<file path="config.mk">
export PLATFORM = sky130hd
export DESIGN_NAME = power_saving_mode_control
export DESIGN_NICKNAME = d
export VERILOG_FILES = /design/src/logic/power_saving_pkg.sv /design/src/logic/power_saving_mode_control.sv /design/src/logic/startup_counter.sv /design/src/logic/sync_two_stage.sv
export SDC_FILE = /design/constraint.sdc
export NUM_CORES = 1
export LEC_CHECK = 0
export ABC_AREA = 1
export BUFFER_PORTS_ARGS = -buffer_cell sky130_fd_sc_hd__buf_2
export CAP_MARGIN = 15
export CORE_MARGIN = 4
export CORE_UTILIZATION = 50
export DETAILED_ROUTE_END_ITERATION = 10
export HOLD_SLACK_MARGIN = 0.03
export PLACE_DENSITY = 0.76
export SLEW_MARGIN = 10
export SYNTH_ARGS = -nofsm -noshare
export SYNTH_HDL_FRONTEND = slang
export SYNTH_SLANG_ARGS = --single-unit
export TNS_END_PERCENT = 1
</file>
<file path="constraint.sdc">
create_clock -name clk -period 1.3 [get_ports clk]
set_input_delay 0 -clock clk [delete_from_list [all_inputs] [get_ports clk]]
set_output_delay 0 -clock clk [all_outputs]
set_load 0.05 [all_outputs]
</file>
<file path="src/logic/power_saving_pkg.sv">
// shared constants and types of the power saving mode control
package power_saving_pkg;

   // special function register addresses
   localparam logic [7:0] POWER_CONTROL_ADDR = 8'h87;
   localparam logic [7:0] CLOCK_STOP_CONTROL_ADDR = 8'hB6;

   // power control and clock stop control register field positions
   localparam int IDLE_BIT = 0;
   localparam int STOP_BIT = 1;
   localparam int FLAG_ZERO_BIT = 2;
   localparam int FLAG_ONE_BIT = 3;
   localparam int BAUD_BIT = 7;
   localparam int STOP_CLOCK_BIT = 1;

   // reset values and read masks
   localparam logic [7:0] POWER_CONTROL_RESET = 8'h00;
   localparam logic [1:0] CLOCK_STOP_CONTROL_RESET = 2'h0;
   localparam logic [7:0] POWER_CONTROL_READ_MASK = 8'h8F;
   localparam logic [7:0] UNMAPPED_READ = 8'h00;

   // startup counts in slow oscillator cycles (longest of each range)
   localparam logic [3:0] SLOW_POR_CYCLES = 4'hF;
   localparam logic [3:0] SLOW_WDOG_CYCLES = 4'hC;
   localparam logic [3:0] SLOW_EXT_INT_CYCLES = 4'h4;
   localparam logic [3:0] SLOW_RTC_CYCLES = 4'h3;

   // startup counts in crystal cycles (the core clock)
   localparam logic [5:0] XTAL_RESET_CYCLES = 6'h18;
   localparam logic [5:0] XTAL_WAKE_CYCLES = 6'h34;

   // sequencer states
   typedef enum logic [3:0] {
      ST_BOOT,
      ST_RST_SLOW,
      ST_RST_XTAL,
      ST_RUN,
      ST_IDLE,
      ST_STOP,
      ST_PD_GATE,
      ST_PD_OSC_OFF,
      ST_PD_SLEEP,
      ST_PD_WAKE_SLOW,
      ST_PD_WAKE_XTAL
   } seq_state_type;

   // special function register access from the core
   typedef struct packed {
      logic [7:0] addr;
      logic wr;
      logic rd;
      logic [7:0] wdata;
      logic bit_wr;
      logic [2:0] bit_sel;
      logic bit_val;
   } sfr_req_type;

   // power control register layout
   typedef struct packed {
      logic baud_double_select;
      logic [2:0] reserved;
      logic user_flag_one;
      logic user_flag_zero;
      logic stop_select;
      logic idle_select;
   } power_control_type;

endpackage

</file>
<file path="src/logic/power_saving_mode_control.sv">
// power saving mode sequencer: idle, stop, power-down and reset startup
module power_saving_mode_control (
   input wire logic clk,
   input wire logic reset_n,
   input wire power_saving_pkg::sfr_req_type sfr_req,
   input wire logic instr_done,
   input wire logic enabled_int_req,
   input wire logic ext_int_pin,
   input wire logic rtc_wake_in,
   input wire logic wdog_reset_in,
   input wire logic slow_rc_oscillator,
   output logic [7:0] sfr_rdata,
   output logic cpu_hold,
   output logic core_reset,
   output logic cpu_clk_enable,
   output logic osc_enable,
   output logic regulator_enable,
   output logic baud_double_select
);

   // reset release through two flip-flops
   logic rst_meta_ff;
   logic rst_n_ff;

   always_ff @(posedge clk or negedge reset_n) begin
      if (!reset_n) begin
         rst_meta_ff <= 1'b0;
         rst_n_ff <= 1'b0;
      end else begin
         rst_meta_ff <= 1'b1;
         rst_n_ff <= rst_meta_ff;
      end
   end

   // pin level inputs brought into the core clock domain
   logic ext_int_s;
   logic rtc_wake_s;
   logic wdog_s;
   logic slow_osc_s;

   sync_two_stage u_sync_ext (
      .clk(clk),
      .rst_n(rst_n_ff),
      .async_in(ext_int_pin),
      .sync_out(ext_int_s)
   );

   sync_two_stage u_sync_rtc (
      .clk(clk),
      .rst_n(rst_n_ff),
      .async_in(rtc_wake_in),
      .sync_out(rtc_wake_s)
   );

   sync_two_stage u_sync_wdog (
      .clk(clk),
      .rst_n(rst_n_ff),
      .async_in(wdog_reset_in),
      .sync_out(wdog_s)
   );

   sync_two_stage u_sync_slow (
      .clk(clk),
      .rst_n(rst_n_ff),
      .async_in(slow_rc_oscillator),
      .sync_out(slow_osc_s)
   );

   // rising edges of the slow oscillator and of the watchdog request
   logic slow_osc_d_ff;
   logic wdog_d_ff;
   logic slow_tick;
   logic wdog_event;

   always_ff @(posedge clk or negedge rst_n_ff) begin
      if (!rst_n_ff) begin
         slow_osc_d_ff <= 1'b0;
         wdog_d_ff <= 1'b0;
      end else begin
         slow_osc_d_ff <= slow_osc_s;
         wdog_d_ff <= wdog_s;
      end
   end

   assign slow_tick = slow_osc_s && !slow_osc_d_ff;
   assign wdog_event = wdog_s && !wdog_d_ff;

   // register decode
   logic power_control_hit;
   logic ckctl_hit;
   logic power_control_wr;
   logic power_control_bit_wr;
   logic ckctl_wr;
   logic ckctl_bit_wr;

   assign power_control_hit = sfr_req.addr == power_saving_pkg::POWER_CONTROL_ADDR;
   assign ckctl_hit = sfr_req.addr == power_saving_pkg::CLOCK_STOP_CONTROL_ADDR;
   assign power_control_wr = power_control_hit && sfr_req.wr;
   assign power_control_bit_wr = power_control_hit && sfr_req.bit_wr;
   assign ckctl_wr = ckctl_hit && sfr_req.wr;
   assign ckctl_bit_wr = ckctl_hit && sfr_req.bit_wr;

   // sequencer state and registers
   power_saving_pkg::seq_state_type state_ff;
   power_saving_pkg::seq_state_type nxt_state;
   power_saving_pkg::power_control_type power_control_ff;
   power_saving_pkg::power_control_type nxt_power_control;
   logic stop_clock_ff;
   logic nxt_stop_clock;
   logic [7:0] sfr_rdata_ff;
   logic [7:0] nxt_rdata;

   // wake and entry terms
   logic slow_done;
   logic xtal_done;
   logic pd_wake;
   logic enter_pd;
   logic enter_stop;
   logic enter_idle;
   logic idle_exit;
   logic pd_exit;
   logic sfr_clear;

   assign enter_pd = instr_done && stop_clock_ff;
   assign enter_stop = instr_done && power_control_ff.stop_select;
   assign enter_idle = instr_done && power_control_ff.idle_select;
   // rtc wake restarts the oscillator even with its interrupt masked
   assign pd_wake = ext_int_s || rtc_wake_s;
   assign idle_exit = (state_ff == power_saving_pkg::ST_IDLE) && enabled_int_req;
   assign pd_exit = (state_ff == power_saving_pkg::ST_PD_WAKE_XTAL) && xtal_done;
   // watchdog reset wipes the registers in every mode
   assign sfr_clear = wdog_event;

   // next state; watchdog has top priority over every other event
   always_comb begin
      nxt_state = state_ff;
      unique case (state_ff)
         power_saving_pkg::ST_BOOT: begin
            nxt_state = power_saving_pkg::ST_RST_SLOW;
         end
         power_saving_pkg::ST_RST_SLOW: begin
            if (slow_done) begin
               nxt_state = power_saving_pkg::ST_RST_XTAL;
            end
         end
         power_saving_pkg::ST_RST_XTAL: begin
            if (xtal_done) begin
               nxt_state = power_saving_pkg::ST_RUN;
            end
         end
         power_saving_pkg::ST_RUN: begin
            if (enter_pd) begin
               nxt_state = power_saving_pkg::ST_PD_GATE;
            end else if (enter_stop) begin
               nxt_state = power_saving_pkg::ST_STOP;
            end else if (enter_idle) begin
               nxt_state = power_saving_pkg::ST_IDLE;
            end
         end
         power_saving_pkg::ST_IDLE: begin
            if (enabled_int_req) begin
               nxt_state = power_saving_pkg::ST_RUN;
            end
         end
         power_saving_pkg::ST_STOP: begin
            nxt_state = power_saving_pkg::ST_STOP;
         end
         // orderly shutdown: clock gate, then oscillator, then regulators
         power_saving_pkg::ST_PD_GATE: begin
            nxt_state = power_saving_pkg::ST_PD_OSC_OFF;
         end
         power_saving_pkg::ST_PD_OSC_OFF: begin
            nxt_state = power_saving_pkg::ST_PD_SLEEP;
         end
         power_saving_pkg::ST_PD_SLEEP: begin
            if (pd_wake) begin
               nxt_state = power_saving_pkg::ST_PD_WAKE_SLOW;
            end
         end
         power_saving_pkg::ST_PD_WAKE_SLOW: begin
            if (slow_done) begin
               nxt_state = power_saving_pkg::ST_PD_WAKE_XTAL;
            end
         end
         power_saving_pkg::ST_PD_WAKE_XTAL: begin
            if (xtal_done) begin
               nxt_state = power_saving_pkg::ST_RUN;
            end
         end
         default: begin
            nxt_state = power_saving_pkg::ST_BOOT;
         end
      endcase
      if (wdog_event) begin
         nxt_state = power_saving_pkg::ST_RST_SLOW;
      end
   end

   // startup counter loads on entry to each waiting state
   logic wdog_restart_ff;
   logic slow_load;
   logic xtal_load;
   logic [3:0] slow_load_val;
   logic [5:0] xtal_load_val;

   assign slow_load = wdog_event || (nxt_state != state_ff &&
      (nxt_state == power_saving_pkg::ST_RST_SLOW || nxt_state == power_saving_pkg::ST_PD_WAKE_SLOW));
   assign xtal_load = nxt_state != state_ff &&
      (nxt_state == power_saving_pkg::ST_RST_XTAL || nxt_state == power_saving_pkg::ST_PD_WAKE_XTAL);

   // external wake is the longer of the two, so it wins when both arrive
   assign slow_load_val = wdog_event ? power_saving_pkg::SLOW_WDOG_CYCLES :
      (state_ff == power_saving_pkg::ST_BOOT) ? power_saving_pkg::SLOW_POR_CYCLES :
      ext_int_s ? power_saving_pkg::SLOW_EXT_INT_CYCLES :
      power_saving_pkg::SLOW_RTC_CYCLES;
   assign xtal_load_val = (nxt_state == power_saving_pkg::ST_RST_XTAL) ?
      power_saving_pkg::XTAL_RESET_CYCLES : power_saving_pkg::XTAL_WAKE_CYCLES;

   startup_counter #(
      .WIDTH(4)
   ) u_slow_count (
      .clk(clk),
      .rst_n(rst_n_ff),
      .load(slow_load),
      .load_val(slow_load_val),
      .step(slow_tick),
      .done(slow_done)
   );

   startup_counter #(
      .WIDTH(6)
   ) u_xtal_count (
      .clk(clk),
      .rst_n(rst_n_ff),
      .load(xtal_load),
      .load_val(xtal_load_val),
      .step(1'b1),
      .done(xtal_done)
   );

   // power control next value; a software set wins over the idle exit clear, the watchdog clear wins over both
   always_comb begin
      nxt_power_control = power_control_ff;
      if (idle_exit) begin
         nxt_power_control.idle_select = 1'b0;
      end
      if (power_control_wr) begin
         nxt_power_control = power_saving_pkg::power_control_type'(sfr_req.wdata &
            power_saving_pkg::POWER_CONTROL_READ_MASK);
      end
      if (power_control_bit_wr && sfr_req.bit_sel != 3'h4 && sfr_req.bit_sel != 3'h5 && sfr_req.bit_sel != 3'h6) begin
         nxt_power_control[sfr_req.bit_sel] = sfr_req.bit_val;
      end
      if (sfr_clear) begin
         nxt_power_control = power_saving_pkg::POWER_CONTROL_RESET;
      end
   end

   // power-down request bit; bit zero is not stored
   always_comb begin
      nxt_stop_clock = stop_clock_ff;
      if (pd_exit) begin
         nxt_stop_clock = 1'b0;
      end
      if (ckctl_wr) begin
         nxt_stop_clock = sfr_req.wdata[power_saving_pkg::STOP_CLOCK_BIT] || nxt_stop_clock && 1'b0;
      end
      if (ckctl_bit_wr && sfr_req.bit_sel == 3'(power_saving_pkg::STOP_CLOCK_BIT)) begin
         nxt_stop_clock = sfr_req.bit_val;
      end
      if (sfr_clear) begin
         nxt_stop_clock = power_saving_pkg::CLOCK_STOP_CONTROL_RESET[power_saving_pkg::STOP_CLOCK_BIT];
      end
   end

   // read data, registered one cycle after the read strobe
   assign nxt_rdata = !sfr_req.rd ? sfr_rdata_ff :
      power_control_hit ? (power_control_ff & power_saving_pkg::POWER_CONTROL_READ_MASK) :
      ckctl_hit ? {6'h00, stop_clock_ff, 1'b0} :
      power_saving_pkg::UNMAPPED_READ;

   always_ff @(posedge clk or negedge rst_n_ff) begin
      if (!rst_n_ff) begin
         state_ff <= power_saving_pkg::ST_BOOT;
         power_control_ff <= power_saving_pkg::POWER_CONTROL_RESET;
         stop_clock_ff <= 1'b0;
         sfr_rdata_ff <= power_saving_pkg::UNMAPPED_READ;
      end else begin
         state_ff <= nxt_state;
         power_control_ff <= nxt_power_control;
         stop_clock_ff <= nxt_stop_clock;
         sfr_rdata_ff <= nxt_rdata;
      end
   end

   // output controls decoded from the next state so they line up with it
   logic nxt_hold;
   logic nxt_core_reset;
   logic nxt_clk_en;
   logic nxt_osc_en;
   logic nxt_reg_en;

   // holding the core keeps its program counter, so it resumes after the sleeping instruction
   assign nxt_hold = nxt_state != power_saving_pkg::ST_RUN;
   assign nxt_core_reset = nxt_state == power_saving_pkg::ST_BOOT ||
      nxt_state == power_saving_pkg::ST_RST_SLOW || nxt_state == power_saving_pkg::ST_RST_XTAL;
   // idle and stop keep the core clock; only power-down gates it
   assign nxt_clk_en = nxt_state != power_saving_pkg::ST_PD_GATE &&
      nxt_state != power_saving_pkg::ST_PD_OSC_OFF && nxt_state != power_saving_pkg::ST_PD_SLEEP &&
      nxt_state != power_saving_pkg::ST_PD_WAKE_SLOW && nxt_state != power_saving_pkg::ST_PD_WAKE_XTAL;
   assign nxt_osc_en = nxt_state != power_saving_pkg::ST_PD_OSC_OFF &&
      nxt_state != power_saving_pkg::ST_PD_SLEEP;
   assign nxt_reg_en = nxt_state != power_saving_pkg::ST_PD_SLEEP;

   logic cpu_hold_ff;
   logic core_reset_ff;
   logic cpu_clk_enable_ff;
   logic osc_enable_ff;
   logic regulator_enable_ff;

   // core starts held in reset with power up until the boot sequence ends
   always_ff @(posedge clk or negedge rst_n_ff) begin
      if (!rst_n_ff) begin
         cpu_hold_ff <= 1'b1;
         core_reset_ff <= 1'b1;
         cpu_clk_enable_ff <= 1'b1;
         osc_enable_ff <= 1'b1;
         regulator_enable_ff <= 1'b1;
      end else begin
         cpu_hold_ff <= nxt_hold;
         core_reset_ff <= nxt_core_reset;
         cpu_clk_enable_ff <= nxt_clk_en;
         osc_enable_ff <= nxt_osc_en;
         regulator_enable_ff <= nxt_reg_en;
      end
   end

   assign sfr_rdata = sfr_rdata_ff;
   assign cpu_hold = cpu_hold_ff;
   assign core_reset = core_reset_ff;
   assign cpu_clk_enable = cpu_clk_enable_ff;
   assign osc_enable = osc_enable_ff;
   assign regulator_enable = regulator_enable_ff;
   assign baud_double_select = power_control_ff.baud_double_select;

endmodule

</file>
<file path="src/logic/startup_counter.sv">
// loadable down counter that pulses done after a given number of steps
module startup_counter #(
   parameter int WIDTH = 6
) (
   input wire logic clk,
   input wire logic rst_n,
   input wire logic load,
   input wire logic [WIDTH-1:0] load_val,
   input wire logic step,
   output logic done
);

   logic [WIDTH-1:0] count_ff;
   logic busy_ff;
   logic done_ff;
   logic last_step;

   assign last_step = busy_ff && step && (count_ff <= WIDTH'(1));

   // load wins over a step in the same cycle so a restart is never lost
   always_ff @(posedge clk or negedge rst_n) begin
      if (!rst_n) begin
         count_ff <= '0;
         busy_ff <= 1'b0;
         done_ff <= 1'b0;
      end else if (load) begin
         count_ff <= load_val;
         busy_ff <= 1'b1;
         done_ff <= 1'b0;
      end else begin
         if (busy_ff && step) begin
            count_ff <= count_ff - WIDTH'(1);
         end
         busy_ff <= busy_ff && !last_step;
         done_ff <= last_step;
      end
   end

   assign done = done_ff;

endmodule

</file>
<file path="src/logic/sync_two_stage.sv">
// two flip-flop synchroniser for a level from outside the clock domain
module sync_two_stage (
   input wire logic clk,
   input wire logic rst_n,
   input wire logic async_in,
   output logic sync_out
);

   logic meta_ff;
   logic sync_ff;

   // first stage feeds only the second stage
   always_ff @(posedge clk or negedge rst_n) begin
      if (!rst_n) begin
         meta_ff <= 1'b0;
         sync_ff <= 1'b0;
      end else begin
         meta_ff <= async_in;
         sync_ff <= meta_ff;
      end
   end

   assign sync_out = sync_ff;

endmodule

</file>
=== Word-level counts from Yosys, hierarchy flattened ===
Index checks and enable logic that the tools add are counted.

* Register bits after elaboration: 52
* Input bits: 31
* Output and inout bits: 14
* Word-level logic and storage cells: 144

* Equality and inequality tests: 27
* Muxes and demuxes: 35
* Add/sub/neg operators: 2
* Reductions and logical operators: 44
* $lt $le $gt $ge: 4

{| class="wikitable"
|+ Operators with widths
! operator !! count
|-
| 4-bit two-way mux || 13
|-
| 4-bit case mux with 10 select lines || 1
|-
| 8-bit two-way mux || 4
|-
| 1-bit logical AND || 28
|-
| 4-bit equality test (second input constant) || 5
|-
| 6-bit two-way mux || 3
|-
| 4-bit by 3-bit equality test with 1-bit output (second input constant) || 4
|-
| 8-bit equality test (second input constant) || 2
|-
| 4-bit by 2-bit equality test with 1-bit output (second input constant) || 3
|-
| 4-bit != test (second input constant) || 3
|-
| 1-bit two-way mux || 10
|-
| 3-bit != test (second input constant) || 3
|-
| 8-bit bitwise mux || 1
|-
| 4-bit by 1-bit equality test with 1-bit output (second input constant) || 2
|-
| 4-bit zero test || 2
|-
| 4-bit by 3-bit != test with 1-bit output (second input constant) || 2
|-
| 6-bit by 1-bit <= comparator with 1-bit output (second input constant) || 1
|-
| 1-bit logical OR || 6
|-
| 6-bit by 1-bit subtractor with 6-bit output (second input constant) || 1
|-
| 4-bit by 1-bit <= comparator with 1-bit output (second input constant) || 1
|-
| 1-bit zero test || 4
|-
| 3-bit by 4-bit < comparator with 1-bit output (second input constant) || 1
|-
| 4-bit by 2-bit != test with 1-bit output (second input constant) || 1
|-
| 4-bit != test || 1
|-
| 9 further kinds || 10
|}

=== Logic depth before layout (Yosys ltp) ===
Gate-level depths: netlist of the first run.

* Word-level depth: 11
* Depth in mapped cells: 16
* Mapped depth without buffers: 16

=== Cells and area by module ===
Synthesis of the first run repeated with hierarchy kept, for this count alone.

* Cell total of the unflattened synthesis: 345
* Area, all modules: 2576.2 µm²

{| class="wikitable"
|+ By module, submodules not included
! module !! seq. area each (µm²) !! cells each !! times used !! area each (µm²)
|-
| power_saving_mode_control || 606.8 || 225 || 1 || 1524.0
|-
| startup_counter at u_xtal_count || 200.2 || 68 || 1 || 503.0
|-
| startup_counter at u_slow_count || 150.1 || 44 || 1 || 349.1
|-
| sync_two_stage || 50.0 || 2 || 4 || 50.0
|}

=== Worst setup path before layout of the first run ===
OpenSTA, ideal clock, no wires.

* Path kind: reg2reg
* Start point: register state_ff[1]
* End point: register u_slow_count.count_ff[3]
* Arrival: 1619 ps
* Path buffers: 1
* Library setup time: 117 ps
* Setup slack: -436 ps
* Period minus slack after synthesis: 1736 ps
* Cell stages (with the launch flop): 16
* Data required time: 1183 ps
* Cell sequence: dfrtp_1 buf_2 nor2_2 nand3_1 inv_1 nor2_2 nand2_2 nand2_2 nand2_1 nand2_1 nor2_4 nand2_4 nand2_4 nand2_2 o21ai_1 inv_1

* Longest elaborated chain between the ends: 10
* Elaborated cells between the ends (all ways): 32
* Those cells by class: 13 x eq/ne; 13 x mux; 6 x reduce/logical

{| class="wikitable"
|+ Ends and longest elaborated chain
! what !! RTL line !! source
|-
| start: declaration || power_saving_mode_control.sv:104 || <nowiki>power_saving_pkg::seq_state_type state_ff;</nowiki>
|-
| start signal: assignment || power_saving_mode_control.sv:284 || <nowiki>state_ff <= power_saving_pkg::ST_BOOT;</nowiki>
|-
| start signal: assignment || power_saving_mode_control.sv:289 || <nowiki>state_ff <= nxt_state;</nowiki>
|-
| 4-bit two-way mux || power_saving_mode_control.sv:156 || <nowiki>end else if (enter_idle) begin</nowiki>
|-
| 4-bit two-way mux || power_saving_mode_control.sv:154 || <nowiki>end else if (enter_stop) begin</nowiki>
|-
| 4-bit two-way mux || power_saving_mode_control.sv:152 || <nowiki>if (enter_pd) begin</nowiki>
|-
| 4-bit case mux with 10 select lines || power_saving_mode_control.sv:137 || <nowiki>unique case (state_ff)</nowiki>
|-
| 4-bit two-way mux || power_saving_mode_control.sv:194 || <nowiki>if (wdog_event) begin</nowiki>
|-
| 4-bit by 1-bit equality test with 1-bit output or 4-bit equality test (tied branches) || power_saving_mode_control.sv:207 || <nowiki>(nxt_state == power_saving_pkg::ST_RST_SLOW || nxt_state == power_saving_pkg::ST_PD_WAKE_SLOW));</nowiki>
|-
| 1-bit logical OR || power_saving_mode_control.sv:207 ||
|-
| 1-bit logical AND || power_saving_mode_control.sv:206 || <nowiki>assign slow_load = wdog_event || (nxt_state != state_ff &&</nowiki>
|-
| 1-bit logical OR || power_saving_mode_control.sv:206 ||
|-
| 4-bit two-way mux or 2-bit nonzero test (tied branches) || n/a ||
|-
| end signal: assignment || startup_counter.sv:27 || <nowiki>count_ff <= load_val;</nowiki>
|-
| end signal: assignment || startup_counter.sv:32 || <nowiki>count_ff <= count_ff - WIDTH'(1);</nowiki>
|-
| end: declaration || startup_counter.sv:13 || <nowiki>logic [WIDTH-1:0] count_ff;</nowiki>
|}

Parallel ways exist; a longest one is shown, timed or not.
A chain may end at the register's enable or synchronous reset.

=== Worst setup path after layout of the first run ===
* Start point: register state_ff[1]
* End point: register u_slow_count.count_ff[2]

* Longest elaborated chain between the ends: 10
* Elaborated cells between the ends (all ways): 32
* Those cells by class: 13 x eq/ne; 13 x mux; 6 x reduce/logical

{| class="wikitable"
|+ Ends and longest elaborated chain
! what !! RTL line !! source
|-
| 4-bit two-way mux || power_saving_mode_control.sv:156 ||
|-
| 4-bit two-way mux || power_saving_mode_control.sv:154 ||
|-
| 4-bit two-way mux || power_saving_mode_control.sv:152 ||
|-
| 4-bit case mux with 10 select lines (*) || power_saving_mode_control.sv:137 ||
|-
| 4-bit two-way mux (*) || power_saving_mode_control.sv:194 ||
|-
| named net nxt_state[1] || power_saving_mode_control.sv:105 || <nowiki>power_saving_pkg::seq_state_type nxt_state;</nowiki>
|-
| 4-bit by 1-bit equality test with 1-bit output or 4-bit equality test (tied branches) || power_saving_mode_control.sv:207 ||
|-
| 1-bit logical OR || power_saving_mode_control.sv:207 ||
|-
| 1-bit logical AND (*) || power_saving_mode_control.sv:206 ||
|-
| 1-bit logical OR (*) || power_saving_mode_control.sv:206 ||
|-
| 4-bit two-way mux or 2-bit nonzero test (tied branches) || n/a ||
|}

Mark *: on every way through the listed nets, which the timed path passes. The rest lies on a longest branch.

==> qor.csv, run 1 <==
stage,metric,value,unit
outcome,outcome,"finished, violations left",
outcome,failing checks,negative setup slack,
floorplan,die area,6040,sq um
hold_path,worst hold-check path type,input port to flip-flop,
timing,Fin Hold WS,0.0420,ns
detailed_routing,Routed Antenna Nets,0,
power,Clock Power Share,19.6,%
yosys,number of synthesized flops with an enable pin,0,
place,routability cong.,0.835,
layout,multi-input logic area,1230,sq um
hold_path,worst hold path endpoint,baud_double_select,
setup_path,Worst setup EP type,flip-flop,
detailed_routing,DR vias/cell,4.99,
setup_path,stages on the worst setup path,13,
hold_path,Hold Crit Start,sfr_req[3],
clocking,CTS tree,built,
floorplan,die width,77.7,um
clocking,htree depth,2,
global_routing,initial antenna violation count,0,
setup_path,Critical R2R Launch,state_ff[1],
power,Switching Fraction,36.4,%
setup_path,Worst Setup Start Kind,flip-flop,
timing,Max Clock Freq,0.535,GHz
setup_path,reg2reg setup slack,-0.57,ns
setup_path,Critical Path AT,2.06,ns
layout,share of layout cells above drive strength 1,39.6,%
layout,Post-Layout Cell Count,456,
yosys,Adder-Cell Fraction of Synth Area,2.06,%
setup_path,FF-to-FF path depth,13,
place,hpwl dp,4.10,mm
power,internal power,2690,uW
detailed_routing,WL per Instance,12.8,um
floorplan,Initial Util,51.5,%
layout,Layout Nets,423,
setup_path,crit-path most repeated cell,nand2_2,
power,Reg power frac,42.9,%
yosys,register area share after synthesis,47.6,%
yosys,Syn. warnings,0,
global_routing,largest net degree at the start of global routing,45,
clocking,clock sinks,46,
place,Port Buf Inserts,38,
clocking,Clock Tree Buf Depth,2,
setup_path,r2r endpoint,u_slow_count.count_ff[2],
timing,Pins Over Slew Limit,0,
global_routing,first-pass GRT wire length,9.60,mm
setup_path,maximum fanout along the worst path,6,
setup_path,Worst Path Buf+Inv,3,
layout,"commonest non-fill, non-tap cell in the layout",nand2_1,
power,pwr/cell area,1260,nW/um^2
setup_path,critical path's top delay family,simple AND/OR/NAND/NOR gates,
flow_run,Max-Cap Viols,0,
layout,final antenna diode count,0,
yosys,Simple-Gate Fraction of Synth Area,32.0,%
floorplan,IO Count,45,
clocking,CTS Buf Count,5,
power,maximum vdd drop,0.00102,V
layout,synthesis-to-finish area growth,38.1,%
yosys,Yosys reg bits,46,
clocking,Skew-Pair Late Insertion Delay,0.30,ns
timing,RSZ-0062 raised after global routing,true,
floorplan,Core Area,4720,sq um
global_routing,vias in the first global route,2154,
detailed_routing,Initial DRC Count,169,
floorplan,Chip Height,77.7,um
setup_path,WP data required,1.49,ns
timing,final worst setup slack,-0.570,ns
setup_path,CP max-delay cell,dfrtp_2,
setup_path,CP Launch Point,state_ff[1],
timing,fin crit period,1.87,ns
yosys,Post-Syn Area,2430,sq um
detailed_routing,DR vias,2277,
yosys,asr flop ratio synth,100,%
setup_path,critical path type,flip-flop to flip-flop,
place,placed insts,426,
yosys,mux cell area share after synthesis,0,%
yosys,Synth area leaders,"dfrtp_1, nand2_1, inv_1",
yosys,share of the synthesized area in the top cell type,42.2,%
timing,final worst-path cycle share,144,%
layout,most frequent cells in the layout,"nand2_1, buf_2, dfrtp_1, buf_4, inv_1",
clocking,CTS root buffer,clkbuf_8,
yosys,"area leader, netlist",dfrtp_1,
yosys,largest family of logic cells by synthesized area,simple AND/OR/NAND/NOR gates,
timing,endpoints failing setup,22,
yosys,post-synthesis compound-gate area fraction,7.87,%
yosys,Synth Instances,296,
clocking,clk slew on worst S/H paths,0.09,ns
detailed_routing,total wire length,5.82,mm
setup_path,critical path cell sequence,buf_6 -> nand3_4 -> nand2_2 -> nor2_2 -> nand2_2 -> nand2_4 -> inv_4 -> nor3_4 -> nand2_4 -> nand3_4 -> inv_4 -> nand2_2 -> nand2_2,
layout,Storage cell area,1160,sq um
yosys,"Distinct cells, synth",33,
power,Sw Pwr,1530,uW
detailed_routing,first-pass iteration count of the detailed router,4,
floorplan,FP Rows,25,
yosys,average size of a mapped cell,8.22,sq um
timing,Hold Fails Final Rpt,0,
layout,layout filler cell count,351,
yosys,post-synthesis xor/xnor area fraction,2.16,%
yosys,Synth Flop Type,dfrtp_1,
detailed_routing,DRC violations left,0,
power,Leak Pwr,0.00167,uW
hold_path,hold path depth,3,
timing,worst clock skew,0.0101,ns
global_routing,all-layer global routing usage,19.7,%
global_routing,Overflow after GRT,0,
setup_path,CP peak stage delay,0.50,ns
power,Logic pwr share,37.5,%
-- stage by stage --
step | TNS [ns] | instance area (sq um) | power, uW | util (%) | setup WS (ns)
2_1_floorplan | -7.98 | 2460 | 2770 | - | -0.384
3_3_place_gp | -10.19 | 2930 | 3060 | 61.9 | -0.622
3_5_place_dp | -10.86 | 2930 | 3110 | 61.9 | -0.679
4_1_cts | -8.07 | 3210 | 4000 | 67.9 | -0.525
5_1_grt | -11.79 | 3360 | 4500 | 71.1 | -0.708
6_report | -8.94 | 3360 | 4220 | 71.1 | -0.570
-- worst reg2reg max path, delay by kind of cell, from the launching register on --
family	cells	cell delay, ns
buffers and inverters	3	0.27
DFF	1	0.50
and+or+nand+nor	10	1.01
-- synthesized netlist by cell type, drive strengths merged, types with 2 or more instances --
| cell type | instances |
|---|---|
| nor2 | 28 |
| ha | 4 |
| dfstp | 5 |
| xor2 | 4 |
| dfrtp | 41 |
| o211ai | 2 |
| buf | 5 |
| a21oi | 4 |
| nor3 | 7 |
| nand4 | 8 |
| xnor2 | 2 |
| o21ai | 20 |
| a31oi | 5 |
| nand2 | 79 |
| nand3 | 29 |
| conb | 2 |
| inv | 42 |
| nor4 | 4 |
-- sequential cells by signal, summed over array words and instances, names as in the netlist, 4 cells and up --
signal / count
u_slow_count.count_ff: 4
power_control_ff: 4
sfr_rdata: 5
u_xtal_count.count_ff: 6
state_ff: 4
-- timing repair --
action	4_1_cts	5_1_grt
buffers inserted	3	6
setup endpoints to repair	27	27
resized for setup	20	32
hold endpoints to repair	15	0
hold buffers	13	0
pin swaps	9	16
cloned	0	0
-- kinds of logic after synthesis --
logic type	Yosys count
adder cells (fa/ha/maj)	4
buffers and inverters	48
XOR/XNOR	6
AO/OA/AOI/OAI	34
other	2
flip-flops	46
AND/OR/NAND/NOR	156
-- metal layers --
layer | part of all wire, % | global-route usage [%]
met5 | 0 | 0
met2 | 50 | 34.0
met1 | 43 | 24.4
met3 | 4.8 | 4.18
met4 | 1.8 | 6.41
-- final cells by class --
cell class / count / share of cell area, %
multi-input combinational: 204 / 36.7
sequential: 46 / 34.6
timing repair buffer: 89 / 18.7
inverter: 42 / 4.99
tap: 67 / 2.50
clock buffer: 7 / 2.27
clock inverter: 1 / 0.224
-- worst max path at each step --
stage,to,slack [ns]
floorplan,u_slow_count.count_ff[2],-0.38
global placement,u_xtal_count.done,-0.62
detailed placement,u_slow_count.count_ff[1],-0.68
CTS,u_slow_count.count_ff[2],-0.52
global route,u_slow_count.count_ff[2],-0.71
finish,u_slow_count.count_ff[2],-0.57
-- power by group through the flow --
stage	registers, uW	clock network (uW)	logic (uW)
after floorplan	1810	0	958
after global placement	1810	0	1250
after detailed placement	1820	0	1290
after CTS	1800	850	1350
after global routing	1840	910	1760
final	1810	827	1580
No activity file was read; power rests on OpenSTA's default activity.
==> run 2: changes to the inputs <==
--- a/config.mk
+++ b/config.mk
@@ -5,14 +5,13 @@
 export SDC_FILE = /design/constraint.sdc
 export NUM_CORES = 1
 export LEC_CHECK = 0
-export ABC_AREA = 1
 export BUFFER_PORTS_ARGS = -buffer_cell sky130_fd_sc_hd__buf_2
 export CAP_MARGIN = 15
 export CORE_MARGIN = 4
-export CORE_UTILIZATION = 50
+export CORE_UTILIZATION = 49
 export DETAILED_ROUTE_END_ITERATION = 10
 export HOLD_SLACK_MARGIN = 0.03
-export PLACE_DENSITY = 0.76
+export PLACE_DENSITY = 0.75
 export SLEW_MARGIN = 10
 export SYNTH_ARGS = -nofsm -noshare
 export SYNTH_HDL_FRONTEND = slang
==> run 2 against run 1 <==
The run still ends with negative setup slack left. Worst setup slack lost 0.33 ns. Final area decreased by 5.1%. Via count down 11%. Area after synthesis decreased by 5.3%. Core utilization rose by 0.58 points. Power shrank 4.4%. Clock power up 7.6%. Fmax fell by 15%. Global-route usage decreased by 0.17 points.
==> qor.csv, run 2 <==
stage,metric,value,unit,change
outcome,outcome,"finished, violations left",,
outcome,failing checks,negative setup slack,,
timing,Fin Hold WS,0.0392,ns,-0.00274 ns
setup_path,reg2reg setup slack,-0.90,ns,-0.33 ns
setup_path,FF-to-FF path depth,9,,-4
yosys,share of the synthesized area in the top cell type,44.6,%,+2.4 points
clocking,htree depth,2,,unchanged
timing,fin crit period,2.20,ns,+0.333 ns
setup_path,Critical Path AT,2.39,ns,+0.33 ns
yosys,average size of a mapped cell,9.97,sq um,+21%
yosys,"Distinct cells, synth",53,,+61%
setup_path,r2r endpoint,u_xtal_count.count_ff[5],,
place,routability cong.,1.00,,+20%
layout,design area,3190,sq um,-5.1%
yosys,Syn. warnings,0,,unchanged
clocking,clock sinks,46,,unchanged
yosys,Simple-Gate Fraction of Synth Area,19.7,%,-12 points
yosys,asr flop ratio synth,100,%,unchanged
power,pwr/cell area,1270,nW/um^2,+0.83%
layout,Layout Nets,361,,-15%
floorplan,Chip Height,76.5,um,-1.5%
setup_path,maximum fanout along the worst path,7,,+1
yosys,"area leader, netlist",dfrtp_1,,
yosys,Synth Flop Type,dfrtp_1,,
clocking,CTS Buf Count,5,,unchanged
place,placed insts,356,,-16%
hold_path,worst hold-check path type,input port to flip-flop,,
setup_path,Worst Setup Start Kind,flip-flop,,
detailed_routing,DRC violations left,0,,unchanged
layout,most frequent cells in the layout,"buf_4, buf_2, dfrtp_1, nor2_1, inv_1",,
place,Port Buf Inserts,38,,unchanged
clocking,clk slew on worst S/H paths,0.08,ns,about the same
setup_path,CP max-delay cell,or4_4,,
detailed_routing,total wire length,5.42,mm,-6.9%
yosys,register area share after synthesis,50.3,%,+2.7 points
yosys,Synth area leaders,"dfrtp_1, dfstp_2, nor2_1",,
timing,setup_tns,-15.06,ns,-6.12 ns
timing,endpoints failing setup,23,,+4.5%
yosys,post-synthesis compound-gate area fraction,14.5,%,+6.6 points
global_routing,largest net degree at the start of global routing,27,,-40%
setup_path,CP peak stage delay,0.55,ns,+0.05 ns
yosys,post-synthesis xor/xnor area fraction,3.04,%,+0.88 points
timing,final worst setup slack,-0.903,ns,-0.333 ns
timing,Pins Over Slew Limit,0,,unchanged
clocking,Clock Tree Buf Depth,2,,unchanged
detailed_routing,first-pass iteration count of the detailed router,4,,unchanged
layout,Largest Register,u_xtal_count.count_ff,,
clocking,Skew-Pair Late Insertion Delay,0.30,ns,about the same
floorplan,FP Rows,24,,-4.0%
timing,RSZ-0062 raised after global routing,true,,
timing,Max Clock Freq,0.454,GHz,-15%
setup_path,Critical R2R Launch,state_ff[0],,
setup_path,critical path cell sequence,buf_12 -> buf_4 -> buf_4 -> nor2_1 -> nand2_1 -> nand3_1 -> a21oi_2 -> or4_4 -> mux2_4,,
floorplan,IO Count,45,,unchanged
detailed_routing,Routed Antenna Nets,0,,unchanged
timing,final worst-path cycle share,169,%,+26 points
floorplan,Initial Util,51.8,%,+0.31 points
power,maximum vdd drop,0.000841,V,-18%
layout,final antenna diode count,0,,unchanged
setup_path,Worst setup EP type,flip-flop,,
yosys,Yosys reg bits,46,,unchanged
detailed_routing,WL per Instance,14.3,um,+12%
clocking,CTS root buffer,clkbuf_8,,
hold_path,Hold Crit Start,sfr_req[2],,
global_routing,first-pass GRT wire length,9.19,mm,-4.3%
timing,worst clock skew,0.00836,ns,-0.00179 ns
global_routing,vias in the first global route,2020,,-6.2%
power,Leak Pwr,0.00148,uW,-11%
layout,"commonest non-fill, non-tap cell in the layout",buf_4,,
global_routing,initial antenna violation count,0,,unchanged
yosys,synth cell count leaders,"dfrtp_1, nor2_1, inv_1",,
yosys,number of synthesized flops with an enable pin,0,,unchanged
layout,share of layout cells above drive strength 1,38.5,%,-1.1 points
setup_path,crit-path most repeated cell,buf_4,,
setup_path,critical path type,flip-flop to flip-flop,,
layout,synthesis-to-finish area growth,38.4,%,
hold_path,worst hold path endpoint,power_control_ff[0],,
timing,Hold Fails Final Rpt,0,,unchanged
layout,Post-Layout Cell Count,379,,-17%
global_routing,all-layer global routing usage,19.5,%,-0.17 points
yosys,mux cell area share after synthesis,4.46,%,+4.5 points
yosys,largest family of logic cells by synthesized area,simple AND/OR/NAND/NOR gates,,
yosys,Adder-Cell Fraction of Synth Area,2.17,%,+0.12 points
floorplan,Core Area,4440,sq um,-5.9%
setup_path,WP data required,1.49,ns,about the same
place,hpwl dp,3.77,mm,-8.0%
hold_path,hold path depth,3,,unchanged
layout,max reg flops,6,,unchanged
clocking,CTS tree,built,,
floorplan,die area,5860,sq um,-3.1%
flow_run,Max-Cap Viols,0,,unchanged
detailed_routing,DR vias,2035,,-11%
detailed_routing,Initial DRC Count,134,,-21%
yosys,Synth Instances,231,,-22%
floorplan,die width,76.5,um,-1.5%
global_routing,Overflow after GRT,0,,unchanged
yosys,Post-Syn Area,2300,sq um,-5.3%
yosys,leading cell type by number of instances after synthesis,dfrtp_1,,
place,dpl cell area,2860,sq um,-2.3%
detailed_routing,DR vias/cell,5.37,,+7.5%
## run 2: what timing repair did
item	in CTS	in global routing
endpoints found under the hold margin	14	0
resized for setup	10	13
pin swaps	0	1
hold buffers	10	0
endpoints found under the setup margin	24	26
buffers inserted	5	0
## run 2: cell families after synthesis
| group | count (synthesis) |
|---|---|
| xor gates and xnor gates | 8 |
| DFF | 46 |
| other | 2 |
| buffers and inverters | 28 |
| and+or+nand+nor | 87 |
| muxes | 9 |
| AOI/OAI and AO/OA | 47 |
| adders and majority gates | 4 |
## run 2: power breakdown
group          internal, uW  switching, uW
clock                   434            456
combinational           731            644
sequential             1640            137
## run 2: metal layers
metal	GRT usage (%)	vias up	part of all wire, %
met4	7.97	0	1.8
met2	33.0	67	50
met5	0	-	0
met1	24.5	964	43
met3	3.66	9	5.4
li1	-	995	-
## run 2: final cells by class
| class | instances | area [sq um] |
|---|---|---|
| fillers | 312 | 1260 |
| flip-flops and latches | 46 | 1160 |
| multi-input cells | 159 | 1110 |
| repair buffers | 98 | 696 |
| clock buffers | 8 | 90.1 |
| well taps | 52 | 65.1 |
| inverters | 16 | 60.1 |
## run 2: how the worst max path moves through the flow
stage,startpoint,to,slack (ns)
4_1_cts,state_ff[0],u_xtal_count.count_ff[5],-0.88
3_5_place_dp,state_ff[2],u_xtal_count.done,-0.99
6_report,state_ff[0],u_xtal_count.count_ff[5],-0.90
2_1_floorplan,state_ff[2],u_xtal_count.count_ff[2],-0.85
3_3_place_gp,state_ff[2],u_xtal_count.done,-0.93
5_1_grt,state_ff[2],u_xtal_count.count_ff[5],-0.98
## run 2: critical path: cells and delay by family (launching register included)
kind            cells  cell delay [ns]
compound gates      1             0.07
buf+inv             3             0.40
flops               1             0.42
mux                 1             0.32
simple gates        4             0.88
## run 2: through the flow
stage	total power, uW	setup slack, ns	utilization (%)
final	4040	-0.903	71.7
after global routing	4290	-0.982	71.7
after CTS	4020	-0.879	70.2
after detailed placement	3010	-0.988	64.3
after global placement	2960	-0.930	64.3
after floorplan	2550	-0.847	-
==> run 3: changes to the inputs <==
--- a/config.mk
+++ b/config.mk
@@ -5,13 +5,15 @@
 export SDC_FILE = /design/constraint.sdc
 export NUM_CORES = 1
 export LEC_CHECK = 0
+export ABC_AREA = 1
 export BUFFER_PORTS_ARGS = -buffer_cell sky130_fd_sc_hd__buf_2
 export CAP_MARGIN = 15
+export CORE_ASPECT_RATIO = 1.1
 export CORE_MARGIN = 4
-export CORE_UTILIZATION = 49
+export CORE_UTILIZATION = 50
 export DETAILED_ROUTE_END_ITERATION = 10
 export HOLD_SLACK_MARGIN = 0.03
-export PLACE_DENSITY = 0.75
+export PLACE_DENSITY = 0.76
 export SLEW_MARGIN = 10
 export SYNTH_ARGS = -nofsm -noshare
 export SYNTH_HDL_FRONTEND = slang
==> run 3 against run 2 <==
The flow still finishes with violations (negative setup slack). Via count grew 12%. Flip-flop and latch count is the same. Highest routed layer unchanged. Sequential share of layout area decreased by 2.1 points. Largest power group unchanged. First-iteration DRC count is 25% higher. Die area is 3.2% higher. Clock-buffer cell count down 2. Combinational power up 12%. Worst setup slack better by 0.29 ns.
==> qor.csv, run 3 (synthesis results as in run 1) <==
stage,metric,value,unit,change
layout,fin util,72.2,%,+0.57 points
detailed_routing,Initial DRC Count,167,,+25%
setup_path,critical path type,flip-flop to flip-flop,,
place,Setup WS pre-CTS,-0.618,ns,+0.370 ns
timing,Fin Hold WS,0.0513,ns,+0.0121 ns
layout,share of layout cells above drive strength 1,37.5,%,-1.1 points
hold_path,worst hold-check path type,input port to flip-flop,,
detailed_routing,DRC violations left,0,,unchanged
clocking,Skew-Pair Late Insertion Delay,0.30,ns,about the same
global_routing,all-layer global routing usage,20.9,%,+1.4 points
setup_path,maximum fanout along the worst path,7,,unchanged
detailed_routing,WL per Instance,13.5,um,-5.4%
detailed_routing,DR vias,2288,,+12%
floorplan,Chip Height,81.2,um,+6.0%
global_routing,largest net degree at the start of global routing,35,,+30%
global_routing,vias in the first global route,2235,,+11%
setup_path,Worst setup EP type,flip-flop,,
timing,final worst setup slack,-0.610,ns,+0.293 ns
timing,Hold Fails Final Rpt,0,,unchanged
place,Port Buf Inserts,38,,unchanged
layout,most frequent cells in the layout,"nand2_1, buf_4, buf_2, dfrtp_1, inv_1",,
clocking,Clock Tree Buf Depth,2,,unchanged
timing,worst clock skew,0.0129,ns,+0.00452 ns
timing,endpoints failing setup,23,,unchanged
setup_path,Critical Path AT,2.11,ns,-0.28 ns
clocking,clock sinks,46,,unchanged
floorplan,die area,6050,sq um,+3.2%
layout,multi-input logic area,1190,sq um,+7.3%
floorplan,die width,74.5,um,-2.7%
detailed_routing,DR vias/cell,5.06,,-5.7%
timing,Pins Over Slew Limit,0,,unchanged
outcome,failing checks,negative setup slack,,
outcome,outcome,"finished, violations left",,
floorplan,IO Count,45,,unchanged
power,Leak Pwr,0.00171,uW,+16%
power,pwr/cell area,1300,nW/um^2,+2.9%
place,hpwl dp,4.39,mm,+16%
clocking,CTS root buffer,clkbuf_8,,
timing,RSZ-0062 raised after global routing,true,,
clocking,CTS tree,built,,
clocking,clk slew on worst S/H paths,0.09,ns,about the same
global_routing,first-pass GRT wire length,9.71,mm,+5.6%
floorplan,Core Area,4680,sq um,+5.4%
detailed_routing,first-pass iteration count of the detailed router,4,,unchanged
timing,setup_tns,-9.78,ns,+5.28 ns
detailed_routing,Routed Antenna Nets,0,,unchanged
setup_path,Worst Setup Start Kind,flip-flop,,
timing,final worst-path cycle share,147,%,-23 points
detailed_routing,total wire length,6.11,mm,+13%
place,routability cong.,0.952,,-5.2%
clocking,htree depth,2,,unchanged
setup_path,CP Launch Point,state_ff[0],,
clocking,CTS Buf Count,5,,unchanged
setup_path,Critical R2R Launch,state_ff[0],,
layout,synthesis-to-finish area growth,39.1,%,
setup_path,WP data required,1.50,ns,about the same
layout,"commonest non-fill, non-tap cell in the layout",nand2_1,,
layout,max reg flops,6,,unchanged
layout,Layout Nets,429,,+19%
layout,layout filler cell count,358,,+15%
timing,fin crit period,1.91,ns,-0.293 ns
layout,Largest Register,u_xtal_count.count_ff,,
floorplan,FP Rows,26,,+8.3%
floorplan,Initial Util,51.9,%,+0.12 points
power,maximum vdd drop,0.00109,V,+29%
flow_run,Max-Cap Viols,0,,unchanged
layout,Storage cell area,1160,sq um,unchanged
timing,Max Clock Freq,0.524,GHz,+15%
hold_path,Hold Crit Start,sfr_req[3],,
global_routing,Overflow after GRT,0,,unchanged
global_routing,initial antenna violation count,0,,unchanged
run 3: area by class of cell:
type                       instances  share of cell area (%)
antenna                            1                  0.0739
sequential                        46                    34.3
clock inverter                     2                    1.11
tap                               56                    2.07
multi-input combinational        204                    35.3
clock buffer                       6                    2.14
timing repair buffer              95                    20.2
inverter                          42                    4.81
run 3: per-layer routing:
layer	up-vias	wire, um	GRT usage [%]
met5	-	0	0
met4	0	160	9.07
met3	16	229	3.59
met2	48	3070	35.5
met1	1071	2650	25.8
li1	1153	-	-
run 3: repair_timing:
action / 4_1_cts / 5_1_grt
hold buffers: 13 / 0
buffers inserted: 2 / 2
endpoints found under the setup margin: 29 / 28
endpoints found under the hold margin: 15 / 0
gates resized for setup: 18 / 18
pin swaps: 8 / 6
run 3: where the power goes:
part           total [uW]  switching, uW  internal, uW
registers            1800            188          1620
clock network        1070            497           574
logic                1540            891           648
run 3: critical path, cell delays in order, from the launching register on:
cell and delay [ns]:
dfrtp_2 0.50, nor2_4 0.18, nand3_2 0.14, inv_2 0.07, nor2_2 0.03, nand2_2 0.07
nand2_4 0.07, nand2_1 0.07, nand2_2 0.06, nor2_4 0.12, nand2_4 0.09, nand2_4 0.11
nand2_4 0.07, o21ai_1 0.15, inv_1 0.05
run 3: per-stage QoR:
step,power [uW],std cells,instance area (sq um)
3_5_place_dp,3150,426,2990
5_1_grt,4730,451,3380
2_1_floorplan,2770,298,2460
6_report,4420,452,3380
4_1_cts,4310,449,3300
3_3_place_gp,3090,426,2990
run 3: worst paths after layout:
path	endpoint	slack, ns	depth (start not counted)
min in group asynchronous	power_control_ff[2]	0.14	0
worst min register to register	power_control_ff[2]	0.14	0
max in group asynchronous	regulator_enable	0.62	1
worst max register to register	u_slow_count.count_ff[3]	-0.61	14
worst max-delay path	u_slow_count.count_ff[3]	-0.61	14
worst min-delay path	power_control_ff[3]	0.05	4
